<file path="config.mk">
export PLATFORM = sky130hd
export DESIGN_NAME = pio_ports
export DESIGN_NICKNAME = d
export VERILOG_FILES = /design/src/rtl/pio_pkg.sv /design/src/rtl/pio_pin_if.sv /design/src/rtl/pio_pin_sync.sv /design/src/rtl/pio_ports.sv
export SDC_FILE = /design/constraint.sdc
export NUM_CORES = 1
export LEC_CHECK = 0
export ABC_AREA = 1
export BUFFER_PORTS_ARGS = -buffer_cell sky130_fd_sc_hd__buf_4
export CORE_MARGIN = 2
export CORE_UTILIZATION = 35
export DETAILED_ROUTE_END_ITERATION = 8
export GPL_ROUTABILITY_DRIVEN = 0
export MAX_ROUTING_LAYER = met4
export RECOVER_POWER = 25
export SYNTH_ARGS = -nofsm -noshare
export SYNTH_HDL_FRONTEND = slang
export SYNTH_SLANG_ARGS = --single-unit
</file>
<file path="constraint.sdc">
create_clock -name clock -period 2.8 [get_ports clock]
set_input_delay 0.42 -clock clock [delete_from_list [all_inputs] [get_ports clock]]
set_output_delay 0.42 -clock clock [all_outputs]
set_load 0.02 [all_outputs]
</file>
<file path="src/rtl/pio_pkg.sv">
// package of the parallel i/o ports: i/o addresses, widths, reset values
// assumes an 8-bit cpu i/o space with 8-bit data
`default_nettype none
package pio_pkg;
  // ----------------------------------------------------------------------
  // bus types
  // ----------------------------------------------------------------------
  typedef logic [7:0] pio_addr_t;
  typedef logic [7:0] pio_byte_t;

  // ----------------------------------------------------------------------
  // i/o addresses
  // ----------------------------------------------------------------------
  localparam pio_addr_t PA_DATA0_ADDR = 8'h2c;
  localparam pio_addr_t PA_DIR0_ADDR = 8'h2d;
  localparam pio_addr_t PA_DATA1_ADDR = 8'h2e;
  localparam pio_addr_t PA_DIR1_ADDR = 8'h2f;
  localparam pio_addr_t PB_DATA0_ADDR = 8'h30;
  localparam pio_addr_t PB_DATA1_ADDR = 8'h31;
  localparam pio_addr_t PB_DATA2_ADDR = 8'h32;
  localparam pio_addr_t PB_CMD_ADDR = 8'h33;

  // ----------------------------------------------------------------------
  // fields and widths
  // ----------------------------------------------------------------------
  localparam int PA_WIDTH = 16;
  localparam int PB_WIDTH = 24;
  localparam int PB_GROUP = 4;
  localparam int PB_GROUPS = 6;
  localparam int CMD_SEL_MSB = 7;
  localparam int CMD_SEL_LSB = 6;
  localparam logic [1:0] CMD_DIR_LOAD = 2'h0;

  // ----------------------------------------------------------------------
  // reset values and synchroniser depth
  // ----------------------------------------------------------------------
  localparam pio_byte_t DATA_RESET = 8'h00;
  localparam pio_byte_t PA_DIR_RESET = 8'h00;
  localparam logic [PB_GROUPS-1:0] PB_DIR_RESET = 6'h00;
  localparam int SYNC_STAGES = 3;
endpackage
`default_nettype wire

</file>
<file path="src/rtl/pio_pin_if.sv">
// interface between the port logic and its pin input filter
// assumes the filter and the user share one clock
`timescale 1ns/100ps
`default_nettype none
interface pio_pin_if #(parameter int W = 8);
  logic [W-1:0] raw;
  logic [W-1:0] level;
  modport sync_side (input raw, output level);
  modport user_side (output raw, input level);
endinterface
`default_nettype wire

</file>
<file path="src/rtl/pio_pin_sync.sv">
// three-stage pin input synchroniser with agreement filter
// assumes asynchronous pin levels on p.raw
`timescale 1ns/100ps
`default_nettype none
module pio_pin_sync
  import pio_pkg::*;
#(
  parameter int W = 8
)
(
  input wire logic clock,
  input wire logic rst,
  pio_pin_if.sync_side p
);
  logic [W-1:0] stage1;
  logic [W-1:0] stage2;
  logic [W-1:0] stage3;
  logic [W-1:0] level;

  if (W < 1)
  begin : g_width_check
    $error("pio_pin_sync: width must be at least one");
  end

  // stage1 is read only by stage2
  always_ff @(posedge clock)
  begin
    if (rst)
    begin
      stage1 <= '0;
      stage2 <= '0;
      stage3 <= '0;
    end
    else
    begin
      stage1 <= p.raw;
      stage2 <= stage1;
      stage3 <= stage2;
    end
  end

  // a change counts once stage2 and stage3 agree
  always_ff @(posedge clock)
  begin
    if (rst)
      level <= '0;
    else
    begin
      for (int i = 0; i < W; i++)
      begin
        if (stage2[i] == stage3[i])
          level[i] <= stage2[i];
      end
    end
  end

  assign p.level = level;
endmodule
`default_nettype wire

</file>
<file path="src/rtl/pio_ports.sv">
// parallel i/o ports: 16-bit port a with per-bit direction,
// 24-bit port b with per-nibble direction set by command
// assumes a single-cycle cpu i/o strobe bus on clock
`timescale 1ns/100ps
`default_nettype none
module pio_ports
  import pio_pkg::*;
(
  input wire logic clock,
  input wire logic rst,
  input wire pio_pkg::pio_addr_t io_addr,
  input wire logic io_wr,
  input wire logic io_rd,
  input wire pio_pkg::pio_byte_t io_wdata,
  output pio_pkg::pio_byte_t io_rdata,
  output logic io_rvalid,
  input wire logic [pio_pkg::PA_WIDTH-1:0] pa_in,
  output logic [pio_pkg::PA_WIDTH-1:0] pa_out,
  output logic [pio_pkg::PA_WIDTH-1:0] pa_oe_n,
  input wire logic [pio_pkg::PB_WIDTH-1:0] pb_in,
  output logic [pio_pkg::PB_WIDTH-1:0] pb_out,
  output logic [pio_pkg::PB_WIDTH-1:0] pb_oe_n
);
  import pio_pkg::*;

  // ----------------------------------------------------------------------
  // helpers
  // ----------------------------------------------------------------------
  function automatic pio_byte_t mix(pio_byte_t stored, pio_byte_t pins, pio_byte_t dir);
    mix = (stored & dir) | (pins & ~dir);
  endfunction

  function automatic logic [PB_WIDTH-1:0] expand(logic [PB_GROUPS-1:0] grp);
    logic [PB_WIDTH-1:0] r;
    r = '0;
    for (int g = 0; g < PB_GROUPS; g++)
      r[g*PB_GROUP +: PB_GROUP] = {PB_GROUP{grp[g]}};
    expand = r;
  endfunction

  // ----------------------------------------------------------------------
  // pin input filters
  // ----------------------------------------------------------------------
  pio_pin_if #(.W(PA_WIDTH)) pa_pin ();
  pio_pin_if #(.W(PB_WIDTH)) pb_pin ();
  assign pa_pin.raw = pa_in;
  assign pb_pin.raw = pb_in;

  pio_pin_sync #(.W(PA_WIDTH)) u_pa_sync (.clock(clock), .rst(rst), .p(pa_pin));
  pio_pin_sync #(.W(PB_WIDTH)) u_pb_sync (.clock(clock), .rst(rst), .p(pb_pin));

  // ----------------------------------------------------------------------
  // registers
  // ----------------------------------------------------------------------
  pio_byte_t pa_data0;
  pio_byte_t pa_data1;
  pio_byte_t pa_dir0;
  pio_byte_t pa_dir1;
  pio_byte_t pb_data0;
  pio_byte_t pb_data1;
  pio_byte_t pb_data2;
  logic [PB_GROUPS-1:0] pb_dir;
  logic [1:0] cmd_sel;
  pio_byte_t next_rdata;
  logic next_rvalid;

  assign cmd_sel = io_wdata[CMD_SEL_MSB:CMD_SEL_LSB];

  // group direction spread to one bit per pin, for the read mix
  logic [PB_WIDTH-1:0] pb_dir_bits;
  assign pb_dir_bits = expand(pb_dir);

  // port a data and direction
  always_ff @(posedge clock)
  begin
    if (rst)
    begin
      pa_data0 <= DATA_RESET;
      pa_data1 <= DATA_RESET;
      pa_dir0 <= PA_DIR_RESET;
      pa_dir1 <= PA_DIR_RESET;
    end
    else if (io_wr)
    begin
      if (io_addr == PA_DATA0_ADDR)
        pa_data0 <= io_wdata;
      if (io_addr == PA_DATA1_ADDR)
        pa_data1 <= io_wdata;
      if (io_addr == PA_DIR0_ADDR)
        pa_dir0 <= io_wdata;
      if (io_addr == PA_DIR1_ADDR)
        pa_dir1 <= io_wdata;
    end
  end

  // port b data
  always_ff @(posedge clock)
  begin
    if (rst)
    begin
      pb_data0 <= DATA_RESET;
      pb_data1 <= DATA_RESET;
      pb_data2 <= DATA_RESET;
    end
    else if (io_wr)
    begin
      if (io_addr == PB_DATA0_ADDR)
        pb_data0 <= io_wdata;
      if (io_addr == PB_DATA1_ADDR)
        pb_data1 <= io_wdata;
      if (io_addr == PB_DATA2_ADDR)
        pb_data2 <= io_wdata;
    end
  end

  // port b command: only the direction load is acted on, others ignored
  always_ff @(posedge clock)
  begin
    if (rst)
      pb_dir <= PB_DIR_RESET;
    else if (io_wr && io_addr == PB_CMD_ADDR && cmd_sel == CMD_DIR_LOAD)
      pb_dir <= io_wdata[PB_GROUPS-1:0];
  end

  // ----------------------------------------------------------------------
  // pin drive
  // ----------------------------------------------------------------------
  always_ff @(posedge clock)
  begin
    if (rst)
    begin
      pa_out <= '0;
      pb_out <= '0;
    end
    else
    begin
      pa_out <= {pa_data1, pa_data0};
      pb_out <= {pb_data2, pb_data1, pb_data0};
    end
  end

  // enables low while driving; one cycle behind the direction registers
  always_ff @(posedge clock)
  begin
    if (rst)
    begin
      pa_oe_n <= '1;
      pb_oe_n <= '1;
    end
    else
    begin
      pa_oe_n <= ~{pa_dir1, pa_dir0};
      pb_oe_n <= ~expand(pb_dir);
    end
  end

  // ----------------------------------------------------------------------
  // read path
  // ----------------------------------------------------------------------
  always_comb
  begin
    next_rdata = 8'h00;
    next_rvalid = io_rd;
    unique case (io_addr)
      PA_DATA0_ADDR: next_rdata = mix(pa_data0, pa_pin.level[7:0], pa_dir0);
      PA_DATA1_ADDR: next_rdata = mix(pa_data1, pa_pin.level[15:8], pa_dir1);
      PA_DIR0_ADDR: next_rdata = pa_dir0;
      PA_DIR1_ADDR: next_rdata = pa_dir1;
      PB_DATA0_ADDR: next_rdata = mix(pb_data0, pb_pin.level[7:0], pb_dir_bits[7:0]);
      PB_DATA1_ADDR: next_rdata = mix(pb_data1, pb_pin.level[15:8], pb_dir_bits[15:8]);
      PB_DATA2_ADDR: next_rdata = mix(pb_data2, pb_pin.level[23:16], pb_dir_bits[23:16]);
      PB_CMD_ADDR: next_rdata = {2'h0, pb_dir};
      default: next_rvalid = 1'b0;
    endcase
  end

  always_ff @(posedge clock)
  begin
    if (rst)
    begin
      io_rdata <= 8'h00;
      io_rvalid <= 1'b0;
    end
    else
    begin
      io_rdata <= io_rd ? next_rdata : 8'h00;
      io_rvalid <= next_rvalid;
    end
  end
endmodule
`default_nettype wire

</file>
Yosys cells after proc, flatten, opt, wreduce, memory -nomap -nowiden
Index checks and enable logic that the tools add are counted.
{"block": "totals", "reg_bits": 311, "in_bits": 60, "out_inout_bits": 89}
{"block": "classes", "n_eq_ne": 48, "n_mux": 1, "n_bitwise": 24, "reduce_logical": 13}
{"op": "bitwise AND 8 bit", "count": 10}
{"op": "== test 8 x 6 -> 1 bit, second input constant", "count": 8}
{"op": "case mux 8 bit (8 select lines)", "count": 1}
{"op": "== test 1 bit", "count": 40}
{"op": "NOT 8 bit", "count": 5}
{"op": "OR 8 bit", "count": 5}
{"op": "NOT 24 bit", "count": 1}
{"op": "NOT 16 bit", "count": 1}
{"op": "AND reduction 2 bit", "count": 7}
{"op": "OR reduction 8 bit", "count": 1}
{"op": "OR reduction 2 bit", "count": 2}
{"op": "logical AND 1 bit", "count": 2}
{"op": "logical NOT 2 bit", "count": 1}
{"op": "NOT 1 bit", "count": 2}

Depth between registers and ports, before layout
{"block": "logic_depth", "word_depth": 4, "mapped_depth": 10}

Cells and area by module
A second synthesis with hierarchy kept.
{"block": "unflattened", "cells_unflattened": 1251, "area_unflattened_um2": 10462.5}
{"mod": "pio_ports", "n_inst": 1, "cells_per_inst": 713, "area_each_um2": 5534.1, "seq_area_each_um2": 2662.6}
{"mod": "pio_pin_sync (u_pb_sync)", "n_inst": 1, "cells_per_inst": 323, "area_each_um2": 3015.4, "seq_area_each_um2": 1921.8}
{"mod": "pio_pin_sync (u_pa_sync)", "n_inst": 1, "cells_per_inst": 215, "area_each_um2": 1913.1, "seq_area_each_um2": 1281.2}

Worst setup path after synthesis
Ideal clock, no wire load.
{"block": "synth_timing", "kind": "in2reg", "from": "input port io_addr[7]", "to": "register pb_dir[2]", "setup_time_ps": 124, "t_arrival_ps": 1230, "required_time_ps": 2676, "setup_slack_ps": 1446, "stages": 7, "path_cell_list": "inv_1 nand2_2 nor2_4 nand3_1 buf_2 o21ai_1 a21oi_1"}
{"block": "synth_via", "elab_chain_len": 3}
{"element": "from (decl)", "line": "pio_ports.sv:11", "source": "input wire pio_pkg::pio_addr_t io_addr,"}
{"element": "== test 8 x 6 -> 1 bit", "line": "pio_ports.sv:121", "source": "else if (io_wr && io_addr == PB_CMD_ADDR && cmd_sel == CMD_DIR_LOAD)"}
{"element": "logical AND 1 bit (2 in a row)", "line": "pio_ports.sv:121"}
{"element": "to (signal assigned)", "line": "pio_ports.sv:122", "source": "pb_dir <= io_wdata[PB_GROUPS-1:0];"}
{"element": "to (decl)", "line": "pio_ports.sv:62", "source": "logic [PB_GROUPS-1:0] pb_dir;"}
No other way between the ends.
A chain may end at the register's enable or synchronous reset.

Final worst setup path
{"block": "layout_timing", "from": "input port rst", "to": "register u_pb_sync.stage2[22]"}
{"element": "from (decl)", "line": "pio_ports.sv:10", "source": "input wire logic rst,"}
{"element": "to (signal assigned)", "line": "pio_pin_sync.sv:37", "source": "stage2 <= stage1;"}
{"element": "to (decl)", "line": "pio_pin_sync.sv:16", "source": "logic [W-1:0] stage2;"}
No word-level cell between the ends.

==> impl_results.md <==
- Tot Pwr: 8.71 mW
- Synth Register Bits: 293
- Clock network fraction of design power: 0.473
- Chip Width: 174 µm
- Antenna violations before repair: 0
- Crit path kind: input pin to flop
- Cts repair resizes: 0
- Largest net degree at the start of global routing: 169
- Clock buffer count from CTS: 29
- Die area: 0.0303 mm²
- CTS tree: built
- GRT Resource Usage Total: 0.159
- Post-route ant nets: 0
- Row cnt: 62
- DR iter-0 viols: 617
- Max Cap Viol: 1
- Switching share of power: 0.213
- Hold buffer count at cts: 0
- Ant diodes: 0
- Worst path required time: 3.11 ns
- Clock sinks: 293
- Comb power frac: 0.036
- Area Overhead vs Synth: 22.6%
- Grt ovf: 0
- Initial Utilization: 0.354
- Final setup violation count: 0
- Switching power: 1.85 mW
- Status: finished with violations
- Maximum VDD drop: 557 µV
- Leak pwr: 5.24 nW
- CTS clk-pin slew, worst paths: 0.06 ns
- Hold Violations, Final: 0
- Synth top area cells: dfxtp_1 58%, nor2_1 8.5%, inv_1 7.0%, o21ai_0 5.4%, nand2_1 5.3%
- Register area share after synthesis: 0.579
- PortBufs: 148
- Power per cell area: 701 mW/mm²
- Fin Setup TNS: 0 ns
- Total core area: 0.0286 mm²
- IO Pins: 149
- First-pass GRT wire length: 38000 µm
- Clock skew: 0.00871 ns
- Final wirelength: 23900 µm
- Min Tclk post-route: 1.87 ns
- Fin nets: 1426
- Ys Warns: 0
- Synthesized area: 0.0101 mm²
- Avg WL per Cell: 13.5 µm
- Hold Path Class: input pin to flop
- Count of cell types in the netlist: 28
- Worst skew pair latency: 0.54 ns
- Mapped Nets: 1305
- Post-Synthesis Cells: 1245
- WP data arrival: 2.18 ns
- First drt pass iteration count: 5
- Chip height: 174 µm
- Vias: 7836
- Avg Inst Size Synth: 8.14 µm²
- Yosys top cell area share: 0.579
- Critical path endpoint category: flop
- DRC: 0
- Vias per inst: 4.42
- Most area-hungry cell type in the Yosys netlist: dfxtp_1
- Failing checks: capacitance limit, slew limit
- Fin crit share: 0.667
- Slew Limit Headroom: -0.217
- Clk buf depth: 3
- Internal power: 6.86 mW
- Number of global-route vias before repair: 7171
- Hpwl dp: 16600 µm
- CTS H-tree lvls: 1
- Register share of total power: 0.491
- Clk root buf: clkbuf_16
- Unrepaired setup endpoints after global routing: no
- Peak Freq: 535 MHz
- Startpoint types: input pin
- Worst Tran Pin Value: 1.83 ns
- Share of cells above drive strength 1: 0.171
- Number of post-CTS setup repair buffers: 0
- CP max FO: 168
- Final Max Tran Viols: 169
logic make-up (layout without fill, tap and decap cells):
group,after synthesis,after routing,synth area share
buffers and inverters,259,403,0.109
and+or+nand+nor,468,468,0.199
AOI/OAI and AO/OA,225,225,0.113
DFF,293,293,0.579
layer usage:
metal	vias to the layer above	wire length, µm	global-route usage
met4	0	410	0.0399
li1	4088	-	-
met1	3506	11600	0.224
met2	219	10500	0.237
met3	23	1350	0.0247
met5	-	0	-
registers in the layout (all words and copies together) (netlist names), 24 cells and up:
register	flops
pb_out	24
u_pb_sync.stage3	24
u_pb_sync.p.level	24
u_pb_sync.stage2	24
u_pb_sync.stage1	24
placed cells by master, fill, tap and decap left out, drive strengths merged, types with 5 or more instances in the layout:
master and instances:
dfxtp 293, nor2 241, inv 198, buf 150, nand2 149, o21ai 122
a21oi 100, nand3 69, clkbuf 38, clkinv 10, nor3 9, bufinv 5
power groups by stage:
| stage | Sequential [mW] | Clock (mW) | Combinational, mW |
|---|---|---|---|
| detailed placement | 4.37 | 0 | 0.317 |
| global route | 4.28 | 4.39 | 0.353 |
| finish | 4.27 | 4.12 | 0.313 |
| floorplan | 4.36 | 0 | 0.183 |
| CTS | 4.27 | 4.22 | 0.319 |
| global placement | 4.36 | 0 | 0.316 |
area by class of cell:
| type | count | area [µm²] |
|---|---|---|
| fill | 2891 | 16200 |
| sequential | 293 | 5870 |
| multi-input combinational | 693 | 3160 |
| timing repair buffer | 152 | 1140 |
| clock buffer | 36 | 802 |
| inverter | 197 | 741 |
| tap | 384 | 480 |
| clock inverter | 18 | 235 |
synthesized netlist by cell type:
cell and instances:
dfxtp_1 293, nor2_1 229, inv_1 190, nand2_1 142
o21ai_0 109, a21oi_1 100, nand3_1 63, clkbuf_1 25
buf_4 24, o21ai_1 11, nor2_4 9, nor3_1 9
buf_2 5, buf_6 5, inv_2 5, nand2_2 4
nand3_2 4, nand2_4 3, buf_1 2, nand3_4 2
nor2_2 2, o21a_1 2, o21ai_2 2, clkbuf_2 1
clkinv_1 1, clkinv_2 1, nor2_8 1, o21bai_1 1
worst paths after layout:
kind | from | end | slack [ns] | cells after the start
worst min-delay path | pb_in[12] | u_pb_sync.stage1[12] | 0.08 | 3
worst min register to register | u_pb_sync.stage1[4] | u_pb_sync.stage2[4] | 0.39 | 2
worst max-delay path | rst | u_pb_sync.stage2[22] | 0.93 | 3
worst max register to register | pb_dir[1] | io_rdata[5] | 1.33 | 6
worst max-delay path: stages:
cell and delay, ns:
clkbuf_1 0.12, clkbuf_4 1.33, nor2_1 0.26
metrics by stage:
step	area, µm²	utilization	std cells	hold WS [ns]	setup slack, ns
finish	12400	0.434	1773	0.0791	0.931
global route	12400	0.434	1773	0.0597	0.647
CTS	12400	0.435	1773	0.0556	1.21
detailed placement	11400	0.398	1719	0.395	0.860
global placement	11400	0.398	1719	0.389	0.906
floorplan	10100	-	1245	0.380	1.45
Power figures use the tool's default switching activity.
